`config.mk`:
```
export PLATFORM = sky130hd
export DESIGN_NAME = sdc_core
export DESIGN_NICKNAME = d
export VERILOG_FILES = /design/src/sdc_pkg.sv /design/src/sdc_fifo.sv /design/src/sdc_core.sv
export SDC_FILE = /design/constraint.sdc
export NUM_CORES = 1
export LEC_CHECK = 0
export ABC_AREA = 1
export BUFFER_PORTS_ARGS = -buffer_cell sky130_fd_sc_hd__buf_2
export CAP_MARGIN = 20
export CELL_PAD_IN_SITES_DETAIL_PLACEMENT = 1
export CELL_PAD_IN_SITES_GLOBAL_PLACEMENT = 1
export CORE_AREA = 3 3 349 351
export CTS_BUF_LIST = sky130_fd_sc_hd__clkbuf_8
export DETAILED_ROUTE_END_ITERATION = 10
export DIE_AREA = 0 0 352 354
export GPL_ROUTABILITY_DRIVEN = 0
export PLACE_DENSITY_LB_ADDON = 0.1
export SLEW_MARGIN = 20
export SYNTH_ARGS = -nofsm -noshare
export SYNTH_HDL_FRONTEND = slang
export SYNTH_HIERARCHICAL = 1
export SYNTH_SLANG_ARGS = --single-unit
```
`constraint.sdc`:
```
create_clock -name clk -period 6.57 [get_ports clk]
set_input_delay 0 -clock clk [delete_from_list [all_inputs] [get_ports clk]]
set_output_delay 0 -clock clk [all_outputs]
set_load 0.01 [all_outputs]
```
`src/sdc_pkg.sv`:
```
// Purpose: constants and types shared by the synchronous dram command-side logic
// Assumes: 25 MHz system clock, x16 data path with two byte masks
// Notes: nanosecond minimums are turned into whole cycles by rounding up
package sdc_pkg;
    // clock and analog-derived timing
    localparam int CLK_PERIOD_PS = 40000;
    localparam int WR_EXTRA_PS = 7500;
    localparam int PRECHARGE_PERIOD_PS = 20000;
    // write recovery is one clock plus a time; precharge period follows it
    localparam int WR_CYC = 1 + (WR_EXTRA_PS + CLK_PERIOD_PS - 1) / CLK_PERIOD_PS;
    localparam int RP_CYC = (PRECHARGE_PERIOD_PS + CLK_PERIOD_PS - 1) / CLK_PERIOD_PS;

    // fixed clock counts, independent of the clock period
    localparam int COLUMN_CMD_GAP = 1;
    localparam int CLOCK_DISABLE_LATENCY = 1;
    localparam int CLOCK_RESUME_LATENCY = 1;
    localparam int WRITE_MASK_LATENCY = 0;
    localparam int READ_MASK_TRISTATE_LATENCY = 2;
    localparam int WRITE_DATA_DELAY = 0;

    // widths
    localparam int DQ_W = 16;
    localparam int DQM_W = 2;
    localparam int ADDR_W = 13;
    localparam int BA_W = 2;
    localparam int COL_W = 3;
    localparam int IDX_W = BA_W + COL_W;
    localparam int MEM_DEPTH = 32;
    localparam int TAP_W = IDX_W + DQ_W;
    localparam int TAP_DEPTH = 32;
    localparam int RPIPE_D = 3;

    // command codes as {ras_n, cas_n, we_n}
    localparam logic [2:0] CMD_LMR = 3'h0;
    localparam logic [2:0] CMD_REF = 3'h1;
    localparam logic [2:0] CMD_PRE = 3'h2;
    localparam logic [2:0] CMD_ACT = 3'h3;
    localparam logic [2:0] CMD_WR = 3'h4;
    localparam logic [2:0] CMD_RD = 3'h5;
    localparam logic [2:0] CMD_BST = 3'h6;
    localparam logic [2:0] CMD_NOP = 3'h7;

    // address fields
    localparam int AP_BIT = 10;
    localparam int BL_LSB = 0;
    localparam int CL_LSB = 4;
    localparam logic [2:0] CL_RST = 3'h3;
    localparam logic [1:0] BL_RST = 2'h0;
    localparam logic [3:0] AP_CNT_W = 4'(WR_CYC + RP_CYC);
    localparam logic [3:0] AP_CNT_R = 4'(RP_CYC);

    typedef enum logic [2:0] {
        BST_IDLE = 3'b001,
        BST_READ = 3'b010,
        BST_WRITE = 3'b100
    } sdc_bst_e;

    typedef enum logic [3:0] {
        PWR_RUN = 4'b0001,
        PWR_SUSP = 4'b0010,
        PWR_DOWN = 4'b0100,
        PWR_SELF = 4'b1000
    } sdc_pwr_e;
endpackage : sdc_pkg

```
`src/sdc_fifo.sv`:
```
// Purpose: synchronous valid/ready fifo in flip-flops
// Assumes: single clock, synchronous active-high reset
// Notes: depth must be a power of two
`timescale 1ns/1ps
module sdc_fifo #(
    parameter int W = 8,
    parameter int D = 32
) (
    // clock and reset
    input wire logic clk,
    input wire logic srst,
    // fill side
    input wire logic in_valid,
    output logic in_ready,
    input wire logic [W-1:0] in_data,
    // drain side
    output logic out_valid,
    input wire logic out_ready,
    output logic [W-1:0] out_data
);
    localparam int PW = $clog2(D);
    logic [W-1:0] mem_r [D];
    logic [PW:0] wp_r;
    logic [PW:0] rp_r;
    logic push;
    logic pop;

    assign in_ready = (wp_r - rp_r) != (PW+1)'(D);
    assign out_valid = wp_r != rp_r;
    assign out_data = mem_r[rp_r[PW-1:0]];
    assign push = in_valid && in_ready;
    assign pop = out_valid && out_ready;

    always_ff @(posedge clk) begin
        if (srst) begin
            wp_r <= '0;
        end else if (push) begin
            wp_r <= wp_r + 1'b1;
        end
    end

    always_ff @(posedge clk) begin
        if (srst) begin
            rp_r <= '0;
        end else if (pop) begin
            rp_r <= rp_r + 1'b1;
        end
    end

    always_ff @(posedge clk) begin
        if (push) begin
            mem_r[wp_r[PW-1:0]] <= in_data;
        end
    end
endmodule : sdc_fifo

```
`src/sdc_core.sv`:
```
// Purpose: command decode, burst, masking and clock-gating of a synchronous dram
// Assumes: pins sampled on clk; controller keeps its own spacing
// Notes: small flop array stands in for the cell array; writes are mirrored to a tap fifo
// Behaviour
// - column commands accepted every cycle
// - cke low suspends clock one cycle later
// - cke high resumes clock one cycle later
// - write byte mask blocks same-cycle data
// - write mask latency is zero cycles
// - read byte mask tristates two cycles later
// - first write data taken with command
// - precharge ends read after read latency
// - auto precharge starts after write recovery
// - fixed cycle counts independent of period
// - chip select high means no operation
`timescale 1ns/1ps
module sdc_core (
    // clock and reset
    input wire logic clk,
    input wire logic srst,
    // command pins
    input wire logic cke,
    input wire logic cs_n,
    input wire logic ras_n,
    input wire logic cas_n,
    input wire logic we_n,
    input wire logic [sdc_pkg::BA_W-1:0] ba,
    input wire logic [sdc_pkg::ADDR_W-1:0] addr,
    input wire logic [sdc_pkg::DQM_W-1:0] dqm,
    // data pins
    input wire logic [sdc_pkg::DQ_W-1:0] dq_i,
    output logic [sdc_pkg::DQ_W-1:0] dq_o,
    output logic [sdc_pkg::DQM_W-1:0] dq_oe,
    // status
    output logic power_down,
    output logic self_refresh,
    output logic clk_suspended,
    output logic [3:0] bank_open,
    // write tap
    output logic tap_valid,
    input wire logic tap_ready,
    output logic [sdc_pkg::TAP_W-1:0] tap_data,
    output logic tap_room,
    output logic tap_lost
);
    import sdc_pkg::*;

    localparam int AP_W_CHK = WR_CYC + RP_CYC + 1;

    logic cke_r;
    logic act;
    logic [2:0] cmd;
    logic col_cmd;
    logic stop_cmd;
    logic cont;
    logic wr_beat;
    logic rd_beat;
    logic last_beat;
    logic ap_go;
    logic [3:0] bl;
    logic [IDX_W-1:0] beat_idx;
    logic [DQ_W-1:0] wr_merged;
    sdc_bst_e bst_r;
    sdc_pwr_e pwr_r;
    logic [COL_W-1:0] col_r;
    logic [BA_W-1:0] bnk_r;
    logic [3:0] beat_r;
    logic ap_r;
    logic [2:0] cl_r;
    logic [1:0] bl_code_r;
    logic [3:0] bank_open_r;
    logic [3:0] ap_cnt_r;
    logic [BA_W-1:0] ap_bnk_r;
    logic [DQ_W-1:0] mem_r [MEM_DEPTH];
    logic [RPIPE_D-1:0] rp_v_r;
    logic [DQ_W-1:0] rp_d_r [RPIPE_D];
    logic [DQM_W-1:0] dm1_r;
    logic [DQM_W-1:0] dm2_r;
    logic tap_push;
    logic tap_lost_r;

    ////////////////////////////////////////////////////////////////////////////
    // command decode

    // internal clock runs only if cke was high at the previous edge
    assign act = cke_r;
    assign cmd = cs_n ? CMD_NOP : {ras_n, cas_n, we_n};
    assign col_cmd = act && (cmd == CMD_RD || cmd == CMD_WR);
    assign stop_cmd = act && (cmd == CMD_PRE || cmd == CMD_BST);
    assign cont = act && bst_r != BST_IDLE && !col_cmd && !stop_cmd;
    // a new column command simply restarts the burst
    assign wr_beat = (col_cmd && cmd == CMD_WR) || (cont && bst_r == BST_WRITE);
    assign rd_beat = (col_cmd && cmd == CMD_RD) || (cont && bst_r == BST_READ);
    assign bl = 4'h1 << bl_code_r;
    assign beat_idx = col_cmd ? {ba, addr[COL_W-1:0]} : {bnk_r, col_r};
    assign last_beat = col_cmd ? (bl == 4'h1) : (beat_r == 4'h1);
    assign ap_go = (wr_beat || rd_beat) && last_beat && (col_cmd ? addr[AP_BIT] : ap_r);

    always_ff @(posedge clk) begin
        if (srst) begin
            cke_r <= 1'b0;
        end else begin
            cke_r <= cke;
        end
    end

    always_ff @(posedge clk) begin
        if (srst) begin
            cl_r <= CL_RST;
            bl_code_r <= BL_RST;
        end else if (act && cmd == CMD_LMR) begin
            // only latencies 2 and 3 and bursts up to 8 are kept
            if (addr[CL_LSB+2:CL_LSB] == 3'h2 || addr[CL_LSB+2:CL_LSB] == 3'h3) begin
                cl_r <= addr[CL_LSB+2:CL_LSB];
            end
            if (addr[BL_LSB+2] == 1'b0) begin
                bl_code_r <= addr[BL_LSB+1:BL_LSB];
            end
        end
    end

    ////////////////////////////////////////////////////////////////////////////
    // burst sequencing

    always_ff @(posedge clk) begin
        if (srst) begin
            bst_r <= BST_IDLE;
            col_r <= '0;
            bnk_r <= '0;
            beat_r <= '0;
            ap_r <= 1'b0;
        end else if (col_cmd) begin
            bst_r <= (bl == 4'h1) ? BST_IDLE : ((cmd == CMD_RD) ? BST_READ : BST_WRITE);
            bnk_r <= ba;
            ap_r <= addr[AP_BIT];
            beat_r <= bl - 4'h1;
            col_r <= (addr[COL_W-1:0] & ~3'(bl - 4'h1)) | ((addr[COL_W-1:0] + 3'h1) & 3'(bl - 4'h1));
        end else if (stop_cmd) begin
            // stopping issue here leaves only the words already in flight
            bst_r <= BST_IDLE;
        end else if (cont) begin
            beat_r <= beat_r - 4'h1;
            col_r <= (col_r & ~3'(bl - 4'h1)) | ((col_r + 3'h1) & 3'(bl - 4'h1));
            if (beat_r == 4'h1) begin
                bst_r <= BST_IDLE;
            end
        end
    end

    ////////////////////////////////////////////////////////////////////////////
    // banks and auto precharge

    // recovery and precharge are internal times, so this timer runs even while suspended
    always_ff @(posedge clk) begin
        if (srst) begin
            ap_cnt_r <= '0;
            ap_bnk_r <= '0;
        end else if (act && ap_go) begin
            ap_cnt_r <= wr_beat ? AP_CNT_W : AP_CNT_R;
            ap_bnk_r <= col_cmd ? ba : bnk_r;
        end else if (ap_cnt_r != 4'h0) begin
            ap_cnt_r <= ap_cnt_r - 4'h1;
        end
    end

    always_ff @(posedge clk) begin
        if (srst) begin
            bank_open_r <= '0;
        end else begin
            if (ap_cnt_r == 4'h1) begin
                bank_open_r[ap_bnk_r] <= 1'b0;
            end
            if (act && cmd == CMD_ACT) begin
                bank_open_r[ba] <= 1'b1;
            end else if (act && cmd == CMD_PRE) begin
                if (addr[AP_BIT]) begin
                    bank_open_r <= '0;
                end else begin
                    bank_open_r[ba] <= 1'b0;
                end
            end
        end
    end

    ////////////////////////////////////////////////////////////////////////////
    // write path

    // mask acts on the data of the same edge
    always_comb begin
        wr_merged = mem_r[beat_idx];
        for (int i = 0; i < DQM_W; i++) begin
            if (!dqm[i]) begin
                wr_merged[i*8 +: 8] = dq_i[i*8 +: 8];
            end
        end
    end

    always_ff @(posedge clk) begin
        if (wr_beat) begin
            mem_r[beat_idx] <= wr_merged;
        end
    end

    // the tap never stalls the pins; a word that finds it full is lost and flagged
    assign tap_push = wr_beat && dqm != {DQM_W{1'b1}};

    always_ff @(posedge clk) begin
        if (srst) begin
            tap_lost_r <= 1'b0;
        end else if (tap_push && !tap_room) begin
            tap_lost_r <= 1'b1;
        end
    end

    sdc_fifo #(
        .W(TAP_W),
        .D(TAP_DEPTH)
    ) u_tap (
        .clk(clk),
        .srst(srst),
        .in_valid(tap_push),
        .in_ready(tap_room),
        .in_data({beat_idx, wr_merged}),
        .out_valid(tap_valid),
        .out_ready(tap_ready),
        .out_data(tap_data)
    );

    ////////////////////////////////////////////////////////////////////////////
    // read path

    // pipeline and mask history freeze with the internal clock
    always_ff @(posedge clk) begin
        if (srst) begin
            rp_v_r <= '0;
            dm1_r <= '0;
            dm2_r <= '0;
        end else if (act) begin
            rp_v_r <= {rp_v_r[RPIPE_D-2:0], rd_beat};
            dm1_r <= dqm;
            dm2_r <= dm1_r;
        end
    end

    always_ff @(posedge clk) begin
        if (act) begin
            rp_d_r[0] <= mem_r[beat_idx];
            for (int i = 1; i < RPIPE_D; i++) begin
                rp_d_r[i] <= rp_d_r[i-1];
            end
        end
    end

    // stage cl-1 is on the pins and sampled by the controller at edge cl
    always_comb begin
        dq_o = (cl_r == 3'h3) ? rp_d_r[2] : rp_d_r[1];
        for (int i = 0; i < DQM_W; i++) begin
            dq_oe[i] = ((cl_r == 3'h3) ? rp_v_r[2] : rp_v_r[1]) && !dm2_r[i];
        end
    end

    ////////////////////////////////////////////////////////////////////////////
    // power state

    always_ff @(posedge clk) begin
        if (srst) begin
            pwr_r <= PWR_RUN;
        end else if (cke_r && !cke) begin
            if (cmd == CMD_REF) begin
                pwr_r <= PWR_SELF;
            end else if (bst_r == BST_IDLE && rp_v_r == '0) begin
                pwr_r <= PWR_DOWN;
            end else begin
                pwr_r <= PWR_SUSP;
            end
        end else if (!cke_r && cke) begin
            pwr_r <= PWR_RUN;
        end
    end

    always_comb begin
        power_down = 1'b0;
        self_refresh = 1'b0;
        clk_suspended = 1'b0;
        case (pwr_r)
            PWR_RUN: begin
            end
            PWR_SUSP: clk_suspended = 1'b1;
            PWR_DOWN: power_down = 1'b1;
            PWR_SELF: self_refresh = 1'b1;
            default: clk_suspended = 1'b1;
        endcase
    end

    assign bank_open = bank_open_r;
    assign tap_lost = tap_lost_r;

    ////////////////////////////////////////////////////////////////////////////
    // checks

    logic chk_we_r;
    logic [IDX_W-1:0] chk_idx_r;
    logic [DQ_W-1:0] chk_dat_r;
    logic [DQ_W-1:0] chk_old_r;
    logic [DQM_W-1:0] chk_dm_r;

    always_ff @(posedge clk) begin
        chk_we_r <= wr_beat && !srst;
        chk_idx_r <= beat_idx;
        chk_dat_r <= dq_i;
        chk_old_r <= mem_r[beat_idx];
        chk_dm_r <= dqm;
    end
endmodule : sdc_core

```
# Word-level counts from Yosys, hierarchy flattened

Memories as Yosys holds them, arrays and structs flattened. A register that Yosys moved wholly into a read port is not among the register bits.
Index checks and enable logic that the tools add are counted.

Multiplexer cells: 48
Bitwise gates (word level): 13
Equal/unequal tests: 23
Shifts and indexed selects: 1
Reduce and logical (&&, ||, !) cells: 52
Magnitude comparators: 4
Add/subtract/negate cells: 8

Operator list:

| operator            | number |
|---|---|
| $mux 4              | 13 |
| $mux 3              | 11 |
| $logic_and 1x1->1   | 26 |
| $eq 3x2->1 const B  | 6 |
| $eq 4x1->1 const B  | 4 |
| $mux 16             | 1 |
| $mux 8              | 2 |
| $mux 5              | 3 |
| $mux 1              | 14 |
| $add 6x1->6 const B | 2 |
| $and 3x3->3         | 4 |
| $eq 3x3->1 const B  | 4 |
| $sub 4x1->4 const B | 3 |
| $and 4x4->4         | 2 |
| $not 4->4           | 2 |
| $reduce_and 2->1    | 4 |
| $logic_not 1->1     | 7 |
| $add 3x1->3 const B | 2 |
| $eq 3x1->1 const B  | 2 |
| $logic_not 3->1     | 2 |
| $logic_or 1x1->1    | 6 |
| $lt 2x3->1 const B  | 2 |
| $ne 6x6->1          | 1 |
| $ne 6x6->1 const B  | 1 |
| 17 further kinds    | 25 |

Flip-flop bits (word level): 53
Logic and storage cells: 170
Bits in writable memories: 1,232
Bits of input ports: 41
Memories: 3

Memory list:

| memory      | depth | width | read ports | clocked after memory_dff | wr ports | RTL line       | text |
|---|---|---|---|---|---|---|---|
| u_tap.mem_r | 32    | 21    | 1          | 1                        | 1        | sdc_fifo.sv:22 | `logic [W-1:0] mem_r [D];` |
| mem_r       | 32    | 16    | 1          | 0                        | 1        | sdc_core.sv:74 | `logic [DQ_W-1:0] mem_r [MEM_DEPTH];` |
| rp_d_r      | 3     | 16    | 3          | 0                        | 3        | sdc_core.sv:76 | `logic [DQ_W-1:0] rp_d_r [RPIPE_D];` |

# Logic depth before layout (Yosys ltp)

Word-level depth: 14
Gate-level depth with buffers: 18
Mapped depth without buffers: 15

# Hierarchy

Netlist, hierarchy kept.

Modules (own cells, without submodules):

| module   | cells an instance | times used | area each (um^2) |
|---|---|---|---|
| sdc_fifo | 2,045             | 1          | 27,645.3 |
| sdc_core | 2,498             | 1          | 25,766.0 |

# Least setup slack after synthesis

OpenSTA, ideal clock, no wires.

Path kind: register to register
Start: reg cke_r (netlist: act)
End: mem mem_r[0][13], data pin
Data required time: 6.214 ns
Path slack: 2.015 ns
Arrival: 4.199 ns
Clock period less this slack: 4.555 ns
Setup time: 0.356 ns
Path buffers: 2
Cell stages (with the launch flop): 15
Cells stage by stage: dfxtp_1 buf_4 nand2_2 inv_2 nand2_8 o21ai_2 nand2_2 nor2_4 buf_2 nand2_1 nand2_1 nor2_1 nand2_1 nand2_1 nand2_1

Word-level cells in the longest chain between the ends: 4

RTL lines:

| item                     | RTL line        | text |
|---|---|---|
| start: declaration       | sdc_core.sv:50  | `logic cke_r;` |
| start signal: assignment | sdc_core.sv:103 | `cke_r <= cke;` |
| $logic_and 1x1->1        | sdc_core.sv:88  | `assign col_cmd = act && (cmd == CMD_RD \|\| cmd == CMD_WR);` |
| $mux 5                   | sdc_core.sv:95  | `assign beat_idx = col_cmd ? {ba, addr[COL_W-1:0]} : {bnk_r, col_r};` |
| named net beat_idx[3]    | sdc_core.sv:61  | `logic [IDX_W-1:0] beat_idx;` |
| $mem_v2 32x16            | n/a             |  |
| $mux 8                   | sdc_core.sv:192 | `if (!dqm[i]) begin` |
| named net wr_merged[13]  | sdc_core.sv:62  | `logic [DQ_W-1:0] wr_merged;` |
| end: declaration         | sdc_core.sv:74  |  |

The timed path passes the listed nets, and every way through them passes these cells.

# Worst setup path after layout

Start: reg cke_r (netlist: act)
End: mem u_tap/mem_r[14][3] in the netlist's numbering (enable)

Word-level cells in the longest chain between the ends: 10
Elaborated cells between the ends (all ways): 14
Those cells by class: 2 x mux; 12 x reduce/logical

RTL lines:

| item                           | RTL line        | text |
|---|---|---|
| $logic_and 1x1->1              | sdc_core.sv:88  |  |
| $logic_not 1->1                | sdc_core.sv:90  | `assign cont = act && bst_r != BST_IDLE && !col_cmd && !stop_cmd;` |
| $logic_and 1x1->1 (2 in a row) | sdc_core.sv:90  |  |
| $logic_and 1x1->1              | sdc_core.sv:92  | `assign wr_beat = (col_cmd && cmd == CMD_WR) \|\| (cont && bst_r == BST_WRITE);` |
| $logic_or 1x1->1 *             | sdc_core.sv:92  |  |
| $logic_and 1x1->1 *            | sdc_core.sv:205 | `assign tap_push = wr_beat && dqm != {DQM_W{1'b1}};` |
| named net tap_push             | sdc_core.sv:79  | `logic tap_push;` |
| $logic_and 1x1->1 *            | sdc_fifo.sv:31  | `assign push = in_valid && in_ready;` |
| $mux 1 *                       | sdc_fifo.sv:51  | `if (push) begin` |
| $mux 1 (implied by the code) * | sdc_fifo.sv:52  | `mem_r[wp_r[PW-1:0]] <= in_data;` |
| end: declaration               | sdc_fifo.sv:22  |  |

The timed path passes the listed nets; every way through them passes the cells marked *.

==> flow_metrics.py <==
metrics = {
    "setup_path": {
        "crit_fanout": 66,
        "required_ps": 7170,
        "reg2reg_depth": 10,
        "crit_slowest_cell": "a21oi_1",
        "path_cells": "buf_4, nand3_1, nand3_1, a21oi_1, inv_1, a21oi_1, a21boi_2, nand2_1, nor2_2, buf_4",
        "cpPeakStageDelay_ps": 800,
        "worstSetupPathType": "reg -> reg",
        "cp-start-kind": "flop",
        "crit_arrival_ps": 5460,
        "r2r_end": "u_tap/mem_r[14][3]",
        "endpoint_kind": "flop",
        "rr_startpoint": "act",
        "r2r_slack_ps": 1710,
    },
    "detailed_routing": {
        "vias_per_cell": 5.53,
        "first_pass_iters": 5,
        "routed_wl_mm": 157,
        "met1_length_mm": 72.1,
        "ant_nets": 0,
        "drc": 0,
        "drt_iter0_drc": 2940,
        "dr.max_layer_used": "met4",
        "wire_per_inst_um": 24.0,
        "dr_wl_met2_mm": 73.8,
        "vias": 36200,
        "wl_met3_mm": 7.67,
    },
    "synthesis": {
        "ys.flop_type": "edfxtp_1",
        "synth_area_leaders": "edfxtp_1, nand2_1, nand3_1",
        "synth_seq_cells": 1290,
        "syn-cell-area_um2": 53400,
        "yosysTopAreaCell": "edfxtp_1",
        "synth-edff-count": 1232,
        "synth_most_common_cell": "nand2_1",
        "synth_top_area_frac": 0.693,
        "seq_area_frac_synth": 0.714,
        "syn_inst": 4543,
        "synth_common_cells": "nand2_1, edfxtp_1, nor2_1, nand3_1, o21ai_0",
        "ys.warnings.count": 6,
        "yosysUniqueCellTypes": 43,
        "syn_area_per_cell_um2": 11.8,
        "synth_nets": 4601,
        "ys_async_sr_fraction": 0,
    },
    "floorplan": {
        "die_h_um": 354,
        "start_util": 0.448,
        "die_w_um": 352,
        "num_rows": 127,
        "core_um2": 119000,
        "boundaryPins": 90,
        "die_area_um2": 125000,
    },
    "cts": {
        "cts_tree": "done",
        "ctsResizeCount": 0,
        "clk_latency_ps": 920,
        "path_clk_slew_ps": 60,
        "post_cts_buffers": 0,
        "clk_path_buf_depth": 3,
        "cts_root_buf": "clkbuf_8",
        "cts_sinks": 1290,
        "cts_htree_levels": 4,
        "cts_buffers": 212,
        "ctsHoldBuffers": 65,
    },
    "sta": {
        "rsz0062_at_grt": "false",
        "timing_hold_violations_final": 0,
        "max_freq_ghz": 0.206,
        "drv_slew": 0,
        "skew_ps": 32.7,
        "setup_tns_ps": 0,
        "setup_violations": 0,
        "hold_ws_ps": 127,
        "worst_pin_slew_ps": 1120,
        "fin_ws_ps": 1710,
        "timing.final.crit_period_ps": 4860,
        "relSlewSlack": 0.254,
        "fin_crit_sh": 0.740,
    },
    "grt": {
        "antenna_found_initial": 1,
        "grt_pass1_vias": 37200,
        "grt_first_pass_wirelength_mm": 235,
        "grt_max_degree": 196,
        "grt_usage": 0.250,
        "overflow": 0,
    },
    "min_path": {
        "hold_depth": 5,
        "holdCritStartpoint": "addr[1]",
        "hp-class": "in -> reg",
    },
    "layout": {
        "drive_gt1_frac": 0.113,
        "stdcell_area_um2": 60200,
        "area_growth_pct": 12.8,
        "n_fill_cell": 12500,
        "layout.nets": 4804,
    },
    "placed_design": {
        "port_buffers": 83,
        "preCtsSetupSlack_ps": 1760,
        "dpl.hpwl_mm": 84.4,
        "placed_area_um2": 55700,
    },
    "power_and_ir_drop": {
        "p_per_area_nw_per_um2": 289,
        "p_leak_nw": 22.2,
        "ir_drop_mv": 0.205,
    },
    "run_status": {
        "outcome": "complete, no violations",
    },
    "flow_run": {
        "drv_cap": 0,
    },
}
[power breakdown]
group	internal [mW]	leakage, nW	switching [mW]
clock network	3.16	2.29	3.23
registers	9.15	11.7	0.0596
logic	0.514	8.25	1.30
total	12.8	22.2	4.59
[metal layers]
metal,vias up,GRT usage
li1,16500,-
met1,18500,0.355
met5,-,0
met4,0,0.0688
met3,225,0.0356
met2,914,0.404
[state kept, by name, summed over array words and instances (netlist names), named ones only]
| name | cells |
|---|---|
| col_r | 1 |
| dm1_r | 2 |
| cl_r | 3 |
| ap_r | 1 |
| bst_r | 3 |
| u_tap/wp_r | 6 |
| ap_cnt_r | 4 |
| tap_lost | 1 |
| u_tap/rp_r | 6 |
| dm2_r | 2 |
| rp_v_r | 3 |
| bnk_r | 2 |
| rp_d_r | 48 |
| bank_open | 4 |
| act | 1 |
| pwr_r | 4 |
| beat_r | 4 |
| bl_code_r | 2 |
| ap_bnk_r | 2 |
| mem_r | 512 |
| u_tap/mem_r | 672 |
[critical path, delay by kind of cell (launching register included)]
kind | cells | cell delay, ps
buffers and inverters | 3 | 870
AOI/OAI and AO/OA | 3 | 1830
and+or+nand+nor | 4 | 1500
DFF | 1 | 320
[per-stage QoR]
| stage | util | instances | power [mW] |
|---|---|---|---|
| after floorplan | - | 4543 | 10.5 |
| after global placement | 0.467 | 6079 | 11.1 |
| after detailed placement | 0.467 | 6079 | 11.2 |
| after CTS | 0.505 | 6539 | 17.6 |
| after global routing | 0.505 | 6540 | 18.2 |
| final | 0.505 | 6542 | 17.4 |
[logic make-up after synthesis]
kind of cell | count (synthesis) | share of synthesized area
simple gates | 2254 | 0.171
mux | 16 | 0.00337
xor+xnor | 7 | 0.00115
flops | 1290 | 0.714
buf+inv | 365 | 0.0306
fa+ha+maj | 17 | 0.00398
compound gates | 594 | 0.0759
[cells in the final DEF, fill, tap and decap left out, drive strengths merged, types with 2 or more instances in the layout]
cell type,synthesis,final
nor3b,3,3
nor4,2,2
dlygate4sd3,0,65
clkbuf,114,222
a21boi,2,2
nor2,476,476
a21oi,50,50
a32oi,5,5
buf,157,195
nor3,16,16
nand3b,2,2
o21ai,201,201
diode,0,3
clkinvlp,0,2
nand2,1377,1377
clkinv,3,73
o221ai,160,160
ha,17,17
a31oi,7,7
xor2,4,4
nand3,375,375
xnor2,3,3
inv,91,191
mux2,16,16
dfxtp,58,58
o211ai,2,2
nand4,2,2
a211oi,4,4
o21bai,160,160
edfxtp,1232,1232
[worst max path at each step]
stage	startpoint	to	slack (ps)	cells past startpoint
finish	act	u_tap/mem_r[14][3]	1710	10
global route	act	u_tap/mem_r[14][16]	1400	9
CTS	act	u_tap/mem_r[14][16]	1760	9
detailed placement	act	u_tap/mem_r[14][7]	1760	9
global placement	act	u_tap/mem_r[14][7]	1910	9
floorplan	act	mem_r[0][13]	2020	14
[area by class of cell]
class,instances,area [um2],area share
antenna,3,7.51,0.000125
timing repair buffer,260,2020,0.0335
sequential,1290,38200,0.634
inverter,94,369,0.00613
multi-input combinational,2888,13800,0.230
clock buffer,222,3060,0.0507
tap,1612,2020,0.0335
clock inverter,173,767,0.0127
(Power assumes the default switching activity.)
